<file path="src/pkg/drra_params.svh">
// constants for the dram readout register access block
`ifndef DRRA_PARAMS_SVH
`define DRRA_PARAMS_SVH
`define DRRA_NUM_MR 7
`define DRRA_MR_W 18
`define DRRA_MR0 3'h0
`define DRRA_MR1 3'h1
`define DRRA_MR2 3'h2
`define DRRA_MR3 3'h3
`define DRRA_MR4 3'h4
`define DRRA_MR5 3'h5
`define DRRA_MR6 3'h6
`define DRRA_MR3_EN_BIT 2
`define DRRA_MR3_GEAR_BIT 3
`define DRRA_MR4_RPRE_BIT 11
`define DRRA_MR5_RDBI_BIT 12
`define DRRA_BL_FIXED8 2'h0
`define DRRA_BL_OTF 2'h1
`define DRRA_BL_FIXED4 2'h2
`define DRRA_FMT_SERIAL 2'h0
`define DRRA_FMT_PARALLEL 2'h1
`define DRRA_FMT_STAGGER 2'h2
`define DRRA_PAGE0 2'h0
`define DRRA_P0_REG0_RST 8'h55
`define DRRA_P0_REG1_RST 8'h33
`define DRRA_P0_REG2_RST 8'h0F
`define DRRA_P0_REG3_RST 8'h00
`define DRRA_BEATS 8
`define DRRA_LANES 8
`define DRRA_DATA_W 64
`define DRRA_DUE_W 8
`define DRRA_ENTRY_W 74
`define DRRA_FIFO_DEPTH 16
`endif

</file>
<file path="src/pkg/drra_pkg.sv">
// types shared by the dram readout register access block
`default_nettype none
package drra_pkg;
  typedef enum logic [1:0] {ST_IDLE, ST_PRE, ST_BURST} drra_state_t;
  typedef logic [7:0] drra_byte_t;
  typedef drra_byte_t [3:0] drra_page_t;
  typedef logic [17:0] drra_mr_t;
endpackage
`default_nettype wire

</file>
<file path="src/rtl/drra_readout.sv">
// readout register access logic and its burst fifo
`timescale 1ns/1ps
`default_nettype none
`include "drra_params.svh"

module drra_fifo #(
  parameter int WIDTH = 8,
  parameter int DEPTH = 16
) (
  input wire logic core_clk,
  input wire logic reset,
  input wire logic in_valid,
  output logic in_ready,
  input wire logic [WIDTH-1:0] in_data,
  output logic out_valid,
  input wire logic out_ready,
  output logic [WIDTH-1:0] out_data
);
  localparam int AW = $clog2(DEPTH);
  typedef struct packed {
    logic [DEPTH-1:0][WIDTH-1:0] mem;
    logic [AW-1:0] wr;
    logic [AW-1:0] rd;
    logic [AW:0] count;
    logic ready;
  } drra_fifo_s_t;
  drra_fifo_s_t s_reg, s_next;
  logic push, pop;

  // ready is a flop so the block's command ready comes straight from it
  always_comb begin
    s_next = s_reg;
    push = in_valid && s_reg.ready;
    pop = out_ready && (s_reg.count != '0);
    if (push) begin
      s_next.mem[s_reg.wr] = in_data;
      s_next.wr = s_reg.wr + 1'b1;
    end
    if (pop) begin
      s_next.rd = s_reg.rd + 1'b1;
    end
    s_next.count = s_reg.count + {{AW{1'b0}}, push} - {{AW{1'b0}}, pop};
    s_next.ready = (s_next.count != (AW + 1)'(DEPTH));
  end

  always_ff @(posedge core_clk or posedge reset) begin
    if (reset) begin
      s_reg <= '0;
      s_reg.ready <= 1'b1;
    end else begin
      s_reg <= s_next;
    end
  end

  assign in_ready = s_reg.ready;
  assign out_valid = (s_reg.count != '0);
  assign out_data = s_reg.mem[s_reg.rd];
endmodule

// Function
// - reads use fixed eight or chop four
// - read inversion ignored in readout mode
// - page 0 defaults at reset, kept until rewritten
// - format field: serial, parallel, staggered
// - page select from mode bits one:zero
// - bank bits pick register within page; parallel format always reads register 0
// - A2 picks beat order in chop four only, chop tristates
// - low address bits zero, others ignored
// - burst starts at read latency after command
// - strobes toggle with data, with preamble
// - serial: same bits every lane, msb first
// - page 2 reg 1 vref and geardown
// - refresh mode field encoding in bits 4:3
// - four pages of four bytes, formats limited
// - register bit 7 goes in first beat
module drra_readout
  import drra_pkg::*;
#(
  parameter logic HARD_REPAIR_SUPPORT = 1'b0,
  parameter logic SOFT_REPAIR_SUPPORT = 1'b0,
  parameter logic SELFTEST_REPAIR_SUPPORT = 1'b0,
  parameter logic [1:0] REPAIR_TRANSPARENCY = 2'h0,
  parameter logic [3:0] ACTIVATION_COUNT_LIMIT = 4'h0 // arbitrary
) (
  input wire logic core_clk,
  input wire logic reset,
  input wire logic cmd_valid,
  output logic cmd_ready,
  input wire logic cmd_mrs,
  input wire logic cmd_read,
  input wire logic cmd_write,
  input wire logic [2:0] cmd_mr_sel,
  input wire logic [17:0] cmd_addr,
  input wire logic [1:0] cmd_ba,
  input wire logic [1:0] cmd_bg,
  input wire logic [6:0] read_latency,
  input wire logic [23:0] err_frame,
  input wire logic err_crc,
  input wire logic err_parity,
  input wire logic [2:0] err_cid,
  input wire logic [1:0] refresh_mode,
  output logic [7:0] dq_out,
  output logic dq_oe,
  output logic dqs_out,
  output logic dqs_oe,
  output logic readout_active,
  output logic read_dbi_en,
  output logic array_rd_valid,
  output logic [1:0] array_rd_bank,
  output logic [1:0] array_rd_group,
  output logic [17:0] array_rd_addr
);
  typedef struct packed {
    drra_mr_t [`DRRA_NUM_MR-1:0] mr;
    drra_page_t page0;
    logic [`DRRA_DUE_W-1:0] now;
    drra_state_t st;
    logic [2:0] beat;
    logic pre;
    logic [`DRRA_DATA_W-1:0] data;
    logic bc4;
    logic serial;
    logic [7:0] dq;
    logic dq_oe;
    logic dqs;
    logic dqs_oe;
    logic active;
    logic rdbi;
    logic arr_valid;
    logic [1:0] arr_bank;
    logic [1:0] arr_group;
    logic [17:0] arr_addr;
  } drra_top_s_t;

  drra_top_s_t s_reg, s_next;
  logic fifo_in_ready, fifo_out_valid, fifo_pop, take_read;
  logic [`DRRA_ENTRY_W-1:0] push_entry, head_entry;
  drra_page_t page_regs;
  logic [1:0] cur_fmt, cur_page;
  logic bc4_cmd, serial_eff;
  logic [`DRRA_DUE_W-1:0] head_due, due_gap;
  logic [`DRRA_DATA_W-1:0] burst_img;

  // lay the addressed page out as eight beats on eight lanes
  function automatic logic [`DRRA_DATA_W-1:0] build_burst(
    input drra_page_t regs,
    input logic [1:0] sel,
    input logic [1:0] fmt,
    input logic upper
  );
    logic [`DRRA_DATA_W-1:0] img;
    logic [2:0] ub;
    logic [1:0] loc;
    img = '0;
    for (int b = 0; b < `DRRA_BEATS; b++) begin
      ub = 3'(b) + (upper ? 3'h4 : 3'h0);
      for (int l = 0; l < `DRRA_LANES; l++) begin
        loc = sel + 2'(l);
        case (fmt)
          `DRRA_FMT_PARALLEL: img[b*8+l] = regs[0][3'h7 - 3'(l)];
          `DRRA_FMT_STAGGER: img[b*8+l] = regs[loc][3'h7 - ub];
          default: img[b*8+l] = regs[sel][3'h7 - ub];
        endcase
      end
    end
    return img;
  endfunction

  // current mode settings and the readable page contents
  always_comb begin
    cur_fmt = s_reg.mr[`DRRA_MR3][12:11];
    cur_page = s_reg.mr[`DRRA_MR3][1:0];
    // pages 1-3 and the reserved format fall back to serial
    serial_eff = (cur_page != `DRRA_PAGE0) || (cur_fmt == 2'h3);
    case (cur_page)
      2'h1: begin
        page_regs[0] = err_frame[7:0];
        page_regs[1] = err_frame[15:8];
        page_regs[2] = err_frame[23:16];
        page_regs[3] = {err_crc, err_parity,
                        s_reg.mr[`DRRA_MR5][2:0], err_cid};
      end
      2'h2: begin
        page_regs[0] = {HARD_REPAIR_SUPPORT, SOFT_REPAIR_SUPPORT, 1'b0,
                        refresh_mode, 1'b0,
                        s_reg.mr[`DRRA_MR2][10:9]};
        page_regs[1] = {s_reg.mr[`DRRA_MR6][6], s_reg.mr[`DRRA_MR6][5:0],
                        s_reg.mr[`DRRA_MR3][`DRRA_MR3_GEAR_BIT]};
        page_regs[2] = {s_reg.mr[`DRRA_MR0][6:4], s_reg.mr[`DRRA_MR0][2],
                        s_reg.mr[`DRRA_MR0][12], s_reg.mr[`DRRA_MR2][5:3]};
        page_regs[3] = {s_reg.mr[`DRRA_MR1][10:8], s_reg.mr[`DRRA_MR5][8:6],
                        s_reg.mr[`DRRA_MR1][2:1]};
      end
      2'h3: begin
        page_regs[0] = 8'h00;
        page_regs[1] = 8'h00;
        page_regs[2] = 8'h00;
        page_regs[3] = {SELFTEST_REPAIR_SUPPORT, 1'b0, REPAIR_TRANSPARENCY,
                        ACTIVATION_COUNT_LIMIT};
      end
      default: page_regs = s_reg.page0;
    endcase
  end

  // burst kind and the fifo entry for an accepted readout read
  always_comb begin
    case (s_reg.mr[`DRRA_MR0][1:0])
      `DRRA_BL_FIXED4: bc4_cmd = 1'b1;
      `DRRA_BL_OTF: bc4_cmd = !cmd_addr[12]; // host keeps A12 high
      default: bc4_cmd = 1'b0;
    endcase
    // A1:A0, A10 and the group bits play no part here
    burst_img = build_burst(page_regs, cmd_ba,
                            serial_eff ? `DRRA_FMT_SERIAL : cur_fmt,
                            bc4_cmd && cmd_addr[2]);
    take_read = cmd_valid && cmd_read && s_reg.active && fifo_in_ready;
    push_entry = {s_reg.now + `DRRA_DUE_W'(read_latency),
                  serial_eff || (cur_fmt == `DRRA_FMT_SERIAL),
                  bc4_cmd, burst_img};
    head_due = head_entry[`DRRA_ENTRY_W-1 -: `DRRA_DUE_W];
    // wrap-safe: start once the gap has reached or passed zero
    due_gap = head_due - s_reg.now - `DRRA_DUE_W'(s_reg.pre);
  end

  assign fifo_pop = (s_reg.st == ST_IDLE) && fifo_out_valid &&
                    ((due_gap == '0) || due_gap[`DRRA_DUE_W-1]);

  drra_fifo #(
    .WIDTH(`DRRA_ENTRY_W),
    .DEPTH(`DRRA_FIFO_DEPTH)
  ) u_fifo (
    .core_clk(core_clk),
    .reset(reset),
    .in_valid(take_read),
    .in_ready(fifo_in_ready),
    .in_data(push_entry),
    .out_valid(fifo_out_valid),
    .out_ready(fifo_pop),
    .out_data(head_entry)
  );

  // command decode, shadow registers and the burst sequencer
  always_comb begin
    s_next = s_reg;
    s_next.now = s_reg.now + 1'b1;
    s_next.arr_valid = 1'b0;
    if (cmd_valid && cmd_mrs && (cmd_mr_sel < `DRRA_NUM_MR)) begin
      s_next.mr[cmd_mr_sel] = cmd_addr;
    end
    // only page 0 takes writes; the rest is read-only
    if (cmd_valid && cmd_write && s_reg.active &&
        (cur_page == `DRRA_PAGE0)) begin
      s_next.page0[cmd_ba] = cmd_addr[7:0];
    end
    // with readout off the read goes to the array untouched
    if (cmd_valid && cmd_read && !s_reg.active) begin
      s_next.arr_valid = 1'b1;
      s_next.arr_bank = cmd_ba;
      s_next.arr_group = cmd_bg;
      s_next.arr_addr = cmd_addr;
    end
    s_next.active = s_next.mr[`DRRA_MR3][`DRRA_MR3_EN_BIT];
    s_next.rdbi = s_next.mr[`DRRA_MR5][`DRRA_MR5_RDBI_BIT] &&
                  !s_next.active;
    s_next.pre = s_next.mr[`DRRA_MR4][`DRRA_MR4_RPRE_BIT];
    case (s_reg.st)
      ST_IDLE: begin
        s_next.dq = 8'h00;
        s_next.dq_oe = 1'b0;
        s_next.dqs = 1'b0;
        s_next.dqs_oe = 1'b0;
        if (fifo_pop) begin
          s_next.data = head_entry[`DRRA_DATA_W-1:0];
          s_next.bc4 = head_entry[`DRRA_DATA_W];
          s_next.serial = head_entry[`DRRA_DATA_W+1];
          s_next.beat = 3'h0;
          s_next.dqs_oe = 1'b1; // preamble, strobe held low
          s_next.st = s_reg.pre ? ST_PRE : ST_BURST;
        end
      end
      ST_PRE: begin
        s_next.dqs_oe = 1'b1;
        s_next.dqs = 1'b0;
        s_next.st = ST_BURST;
      end
      ST_BURST: begin
        s_next.dq = s_reg.data[s_reg.beat*8 +: 8];
        s_next.dq_oe = !(s_reg.bc4 && s_reg.beat[2]);
        s_next.dqs = !s_reg.beat[0];
        s_next.dqs_oe = s_next.dq_oe;
        if (!s_next.dq_oe) begin
          s_next.dq = 8'h00;
          s_next.dqs = 1'b0;
        end
        s_next.beat = s_reg.beat + 1'b1;
        if (s_reg.beat == 3'(`DRRA_BEATS - 1)) begin
          s_next.st = ST_IDLE;
        end
      end
      default: s_next.st = ST_IDLE;
    endcase
  end

  // reset stands for initialization: page 0 back to its patterns
  always_ff @(posedge core_clk or posedge reset) begin
    if (reset) begin
      s_reg <= '0;
      s_reg.st <= ST_IDLE;
      s_reg.page0[0] <= `DRRA_P0_REG0_RST;
      s_reg.page0[1] <= `DRRA_P0_REG1_RST;
      s_reg.page0[2] <= `DRRA_P0_REG2_RST;
      s_reg.page0[3] <= `DRRA_P0_REG3_RST;
    end else begin
      s_reg <= s_next;
    end
  end

  assign cmd_ready = fifo_in_ready;
  assign dq_out = s_reg.dq;
  assign dq_oe = s_reg.dq_oe;
  assign dqs_out = s_reg.dqs;
  assign dqs_oe = s_reg.dqs_oe;
  assign readout_active = s_reg.active;
  assign read_dbi_en = s_reg.rdbi;
  assign array_rd_valid = s_reg.arr_valid;
  assign array_rd_bank = s_reg.arr_bank;
  assign array_rd_group = s_reg.arr_group;
  assign array_rd_addr = s_reg.arr_addr;

  // checks on the driven pins and the state behind them
  a_dbi_held_off: assert property (@(posedge core_clk) disable iff (reset)
    readout_active |-> !read_dbi_en)
    else $error("read inversion active in readout mode");
  a_page0_default: assert property (@(posedge core_clk) disable iff (reset)
    $past(reset) |-> (s_reg.page0 == {8'h00, 8'h0F, 8'h33, 8'h55}))
    else $error("page 0 not at default patterns after reset");
  a_bl8_length: assert property (@(posedge core_clk) disable iff (reset)
    ($rose(dq_oe) && !s_reg.bc4) |-> dq_oe [*8] ##1 !dq_oe)
    else $error("eight-beat burst has wrong length");
  a_bc4_tristate: assert property (@(posedge core_clk) disable iff (reset)
    ($rose(dq_oe) && s_reg.bc4) |-> dq_oe [*4] ##1 !dq_oe [*4])
    else $error("chop four burst not tristated after four beats");
  a_strobe_toggle: assert property (@(posedge core_clk) disable iff (reset)
    (dq_oe && $past(dq_oe)) |-> (dqs_out != $past(dqs_out)))
    else $error("strobe did not toggle with data");
  a_preamble_lead: assert property (@(posedge core_clk) disable iff (reset)
    $rose(dq_oe) |-> ($past(dqs_oe) && !$past(dqs_out)))
    else $error("data burst without strobe preamble");
  a_serial_lanes: assert property (@(posedge core_clk) disable iff (reset)
    (dq_oe && s_reg.serial) |-> (dq_out == {8{dq_out[0]}}))
    else $error("serial format lanes differ");
  a_array_pass: assert property (@(posedge core_clk) disable iff (reset)
    (cmd_valid && cmd_read && !readout_active) |=>
      (array_rd_valid && array_rd_bank == $past(cmd_ba)))
    else $error("array read not forwarded");
  a_no_array_read: assert property (@(posedge core_clk) disable iff (reset)
    (cmd_valid && cmd_read && readout_active) |=> !array_rd_valid)
    else $error("readout read leaked to the array");
  a_latency_start: assert property (@(posedge core_clk) disable iff (reset)
    (take_read && !fifo_out_valid && s_reg.st == ST_IDLE &&
     read_latency == 7'h08 && !s_reg.pre &&
     !(cmd_valid && cmd_mrs)) |-> ##[8:9] dqs_oe)
    else $error("burst did not start at read latency");

  c_bl8_burst: cover property (@(posedge core_clk) disable iff (reset)
    $rose(dq_oe) && !s_reg.bc4);
  c_bc4_burst: cover property (@(posedge core_clk) disable iff (reset)
    $rose(dq_oe) && s_reg.bc4);
  c_stagger_read: cover property (@(posedge core_clk) disable iff (reset)
    take_read && cur_fmt == `DRRA_FMT_STAGGER && !serial_eff);
  c_fifo_full: cover property (@(posedge core_clk) disable iff (reset)
    s_reg.active && !cmd_ready);
endmodule
`default_nettype wire

</file>
<file path="config.mk">
export PLATFORM = sky130hd
export DESIGN_NAME = drra_readout
export DESIGN_NICKNAME = d
export VERILOG_FILES = /design/src/pkg/drra_pkg.sv /design/src/rtl/drra_readout.sv
export VERILOG_INCLUDE_DIRS = /design/src /design/src/pkg
export SDC_FILE = /design/constraint.sdc
export NUM_CORES = 2
export LEC_CHECK = 0
export BUFFER_PORTS_ARGS = -buffer_cell sky130_fd_sc_hd__buf_2
export CORE_MARGIN = 2
export CORE_UTILIZATION = 25
export CTS_CLUSTER_DIAMETER = 200
export DETAILED_ROUTE_END_ITERATION = 7
export PLACE_DENSITY_LB_ADDON = 0.3
export REMOVE_ABC_BUFFERS = 1
export SKIP_LAST_GASP = 1
export SLEW_MARGIN = 20
export SYNTH_ARGS = -nofsm -noshare
export SYNTH_HDL_FRONTEND = slang
export SYNTH_SLANG_ARGS = --single-unit
</file>
<file path="constraint.sdc">
create_clock -name core_clk -period 46 [get_ports core_clk]
set_clock_uncertainty 0.2 [all_clocks]
set_input_delay 4.6 -clock core_clk [delete_from_list [all_inputs] [get_ports core_clk]]
set_output_delay 4.6 -clock core_clk [all_outputs]
set_load 0.02 [all_outputs]
</file>
# After elaboration in Yosys (flattened, before gate mapping)
# Cells that the tools add are included.
[totals]
register_bits = 1469
inputBits = 69
output_inout_bits = 37
word_cells = 310
[classes]
n_addsub = 27
magnitude_cmp = 19
eq_ne = 14
n_shift = 1
mux = 163
n_reduce_logical = 38
[ops]
columns = ["cell", "n"]
rows = [
  ["$bwmux 1184", 1],
  ["$bmux 74 s4", 1],
  ["$demux 74 s4", 1],
  ["$mux 74", 2],
  ["$bwmux 126", 1],
  ["$mux 103", 1],
  ["$pmux 1 s2", 49],
  ["$bmux 1 s3", 32],
  ["$pmux 32 s3", 1],
  ["$bmux 8 s2", 4],
  ["$shiftx 64x7->8", 1],
  ["$demux 18 s3", 1],
  ["$mux 1", 50],
  ["$mux 8", 6],
  ["$lt 3x4->1 const B", 9],
  ["$bwmux 32", 1],
  ["$sub 3x3->3 const A", 8],
  ["$mux 23", 1],
  ["$logic_and 1x1->1", 19],
  ["$mux 18", 1],
  ["$pmux 9 s2", 1],
  ["$demux 8 s2", 1],
  ["$add 3x3->3 const A", 4],
  ["$eq 2x2->1 const B", 6],
  ["other kinds (36)", 60],
]

# Depth between registers and ports, before layout
[logic_depth]
word_depth = 10
mapped_depth = 32
ltp_nobuf = 24

# Hierarchy
# Synthesis repeated with hierarchy kept, for this count alone.
[unflattened]
cells_unflattened = 4232
area_unflattened_um2 = 64733.3
[by_module_without_submodules]
columns = ["mod", "instances", "cells_each", "area_each_um2", "seq_area_each_um2"]
rows = [
  ["drra_fifo", 1, 3280, 53402.5, 29980.0],
  ["drra_readout", 1, 952, 11330.9, 4594.4],
]

# Least setup slack after synthesis
# Ideal clock, no wire load.
[synth_path]
kind = "input port to flip-flop"
startpoint = "in cmd_ba[0]"
endpoint = "reg u_fifo.s_reg[1051] in the netlist's numbering"
setup_time_ns = 0.132
t_arrival_ns = 7.540
t_required_ns = 45.668
slack_ns = 38.128
cell_stages = 12
path_buffers = 5
cell_sequence = "clkbuf_1 -> inv_2 -> buf_1 -> ha_1 -> clkbuf_1 -> buf_1 -> mux2i_1 -> nand2_1 -> o211ai_1 -> a21o_1 -> buf_1 -> o21ai_1"
[synth_via]
elab_chain_cells = 7
elab_cells_between_ends = 11
classes_between = "add/sub (1); mux (10)"
[synth_rtl]
columns = ["element", "line", "text"]
rows = [
  ["from (decl)", "drra_readout.sv:94", "input wire logic [1:0] cmd_ba,"],
  ["$add 2x1->2", "drra_readout.sv:158", "loc = sel + 2'(l);"],
  ["$bmux 8 s2", "drra_readout.sv:161", "`DRRA_FMT_STAGGER: img[b*8+l] = regs[loc][3'h7 - ub];"],
  ["$mux 8 (not written as such)", "drra_readout.sv:161", ""],
  ["$bmux 1 s3", "drra_readout.sv:161", ""],
  ["$mux 1 (not written as such)", "drra_readout.sv:161", ""],
  ["$pmux 1 s2 *", "drra_readout.sv:159", "case (fmt)"],
  ["$bwmux 1184 *", "drra_readout.sv:36", "s_next.mem[s_reg.wr] = in_data;"],
  ["to (signal assigned)", "drra_readout.sv:51", "s_reg <= s_next;"],
  ["to (decl)", "drra_readout.sv:27", "drra_fifo_s_t s_reg, s_next;"],
]
# Mark *: on every way between the ends. The rest lies on a longest branch, timed or not. The select of a mux whose other input is x is not followed.
# A chain may end at the register's enable or synchronous reset.

==> impl_metrics.env <==
export IMPL_timing_hold_worst_path_depth=2
export IMPL_dominantRegCellSynth="dfrtp_1"
export IMPL_fmaxAchievable_mhz=112
export IMPL_grt_util_met3_pct=2.07
export IMPL_gr_busiest_metal="met2"
export IMPL_synth_cell_types=55
export IMPL_grtUsageTotal_pct=15.1
export IMPL_crit_arrival_ns=9.51
export IMPL_ys_ff_latch=1365
export IMPL_status="finished, final reports clean"
export IMPL_holdCritStartpoint="array_rd_addr[7]$_DFFE_PP0P_"
export IMPL_critPathMaxFanout=113
export IMPL_die_y_microns=499
export IMPL_cts_buffers_inserted=150
export IMPL_use_met2_pct=24.6
export IMPL_setup_total_negative_slack_ns=0
export IMPL_cap_viol_max_count=0
export IMPL_met1_usage_pct=20.9
export IMPL_placement_rows=181
export IMPL_timing_critical_path_from_type="primary input"
export IMPL_grt_overflow=0
export IMPL_ctsLongestPathBuffers=3
export IMPL_ys_top_cells_by_area="dfrtp_1, mux4_2, nand2_1"
export IMPL_final_common_cell="dfrtp_1"
export IMPL_leak_nw=30.4
export IMPL_antenna_found_initial=17
export IMPL_port_buffer_count=105
export IMPL_r2r_start="u_fifo.s_reg[7]$_DFFE_PP0P_"
export IMPL_finalWeightedCongestion=0.787
export IMPL_drc_errors=0
export IMPL_route_vias_total=41800
export IMPL_filler_cell_count=25000
export IMPL_ys_async_sr_fraction_pct=100
export IMPL_worstReg2RegEnd="u_fifo.in_ready$_DFF_PP1_"
export IMPL_min_period_ns=8.90
export IMPL_report_final_hold_viol_count=0
export IMPL_worst_setup_path_type="primary input to async pin"
export IMPL_seq_area_frac_synth_pct=55.7
export IMPL_post_route_cells_drive_above_1_share_pct=16.0
export IMPL_cp_end_kind="async pin"
export IMPL_unrepaired_setup_endpoints_after_global_routing="false"
export IMPL_drt_first_iter_violations=3099
export IMPL_yosys_warning_total=0
export IMPL_cts_hold_repair_buffers=0
export IMPL_seq_area_sq_mm=0.0342
export IMPL_dp_final_hpwl_microns=112000
export IMPL_clkSinkCount=1365
export IMPL_finalSetupViolations=0
export IMPL_cts_htree_levels=4
export IMPL_maxSlewHeadroom_pct=24.3
export IMPL_report_power_total_mw=4.37
export IMPL_area_delta_synth_final_pct=13.3
export IMPL_tritoncts_clock_tree="done"
export IMPL_grt_max_degree=114
export IMPL_initial_utilization_pct=25.2
export IMPL_hold_path_class="register to register"
export IMPL_power_density_mw_per_mm2=62.9
export IMPL_multiInputGateArea_sq_mm=0.0250
export IMPL_post_cts_setup_buffer_count=0
export IMPL_first_pass_grt_wire_length_microns=285000
export IMPL_synth_edf_count=0
export IMPL_most_common_layout_cells="dfrtp_1, nand2_1, o21ai_0, o21ai_1, mux4_2"
export IMPL_timing_final_max_slew_violations=0
export IMPL_die_area_sq_mm=0.249
export IMPL_post_route_period_util_pct=19.3
export IMPL_postRouteWirelength_microns=188000
export IMPL_final_nets=5509
export IMPL_clk_insertion_delay_late_ns=0.82
export IMPL_netlist_top_cell_by_area="dfrtp_1"
export IMPL_worst_r2r_cell_count=23
export IMPL_whs_endpoint="array_rd_addr[7]$_DFFE_PP0P_"
export IMPL_via_per_inst=4.79
export IMPL_critical_path_data_required_time_ns=46.61
export IMPL_largest_reg_flops=1181
export IMPL_core_region_area_sq_mm=0.243
export IMPL_netlist_area_sq_mm=0.0613
export IMPL_cts_root_buffer="clkbuf_16"
export IMPL_vias_in_the_first_global_route=42300
export IMPL_boundaryPins=106
export IMPL_reg2reg_setup_slack_ns=38.77
export IMPL_x_dimension_of_the_die_microns=499
export IMPL_ir_worst_vdd_v=0.000103
export IMPL_number_of_detailed_routing_iterations_run_before_antenna_repair=6
export IMPL_clk_pin_slew_ns=0.06
export IMPL_routed_wire_length_per_instance_microns=21.6
export IMPL_yosysTopAreaCellShare_pct=55.2
export IMPL_finish_utilization_pct=28.5
export IMPL_ant_nets=0
export IMPL_tightestPinTransition_ns=1.14
export IMPL_cts_repair_resized=0
export IMPL_synth_avg_cell_area_sq_um=11.0
export IMPL_synth_cells=5573
## through the flow
| step | cell area [sq um] | setup WS [ns] | cells | hold slack (ns) |
|---|---|---|---|---|
| 2_1_floorplan | 59100 | 2.74 | 5047 | 0.245 |
| 3_3_place_gp | 64600 | 36.19 | 8442 | 0.256 |
| 3_5_place_dp | 64600 | 36.07 | 8442 | 0.257 |
| 4_1_cts | 69400 | 36.94 | 8704 | 0.279 |
| 5_1_grt | 69500 | 36.34 | 8709 | 0.292 |
| 6_report | 69500 | 37.10 | 8711 | 0.273 |
## synth_stat cells (5+ instances only)
cell type / n
a21o_1: 96
a21oi_1: 24
a221oi_1: 62
a222oi_1: 43
a2bb2oi_1: 10
and2_1: 21
buf_1: 56
buf_2: 31
buf_4: 31
clkbuf_1: 403
dfrtp_1: 1352
dfstp_2: 13
ha_1: 43
inv_1: 41
mux2_2: 80
mux2_4: 23
mux2i_1: 179
mux4_2: 297
nand2_1: 1302
nand2b_1: 9
nand3_1: 10
nor2_1: 36
nor2b_1: 8
o211ai_1: 24
o21a_1: 6
o21ai_0: 669
o21ai_1: 618
or2_1: 5
or2_2: 9
xnor2_1: 17
xor2_1: 11
## power breakdown
group          switching (mW)  total, mW  leakage (nW)  internal [mW]
logic                   0.963       1.51          9.43          0.551
clock network           0.510       1.19          2.36          0.681
registers               0.185       1.67          18.6           1.48
total                    1.66       4.37          30.4           2.71
## layer usage
layer  vias to the layer above  share of wire [%]
met5                         -             0.0037
met4                         2                2.3
met3                       232                4.1
met2                       873                 47
met1                     21400                 46
li1                      19300                  -
## cell type report
type | instances | share of cell area, %
inverter | 45 | 0.256
sequential | 1365 | 49.2
multi-input combinational | 3637 | 36.0
clock buffer | 223 | 6.27
clock inverter | 39 | 0.681
tap | 3202 | 5.77
timing repair buffer | 194 | 1.79
antenna | 6 | 0.0216
## cell families (layout without fill, tap and decap cells)
group | Yosys count | count (layout) | share of synthesized area, %
adders and majority gates | 47 | 47 | 1.01
xor gates and xnor gates | 28 | 28 | 0.400
AOI/OAI and AO/OA | 1563 | 1563 | 14.1
DFF | 1365 | 1365 | 55.7
and+or+nand+nor | 1420 | 1420 | 9.05
muxes | 579 | 579 | 15.9
buffers and inverters | 571 | 501 | 3.80
other | 0 | 6 | 0
## critical path, cell delays in order
cell and delay [ns]:
buf_2 0.13, inv_8 0.50, buf_4 0.84, buf_4 0.83, buf_4 0.75, buf_4 0.74, buf_4 0.81
## worst max-delay path by stage
| stage | from | to | slack, ns | cells past startpoint |
|---|---|---|---|---|
| detailed placement | reset | s_reg[108]$_DFF_PP0_ | 36.07 | 7 |
| floorplan | reset | array_rd_addr[0]$_DFFE_PP0P_ | 2.74 | 1 |
| CTS | reset | s_reg[108]$_DFF_PP0_ | 36.94 | 7 |
| finish | reset | u_fifo.s_reg[1193]$_DFFE_PP0P_ | 37.10 | 7 |
| global placement | reset | u_fifo.s_reg[1119]$_DFFE_PP0P_ | 36.19 | 7 |
| global route | reset | u_fifo.s_reg[971]$_DFFE_PP0P_ | 36.34 | 7 |
(Power assumes the default switching activity.)
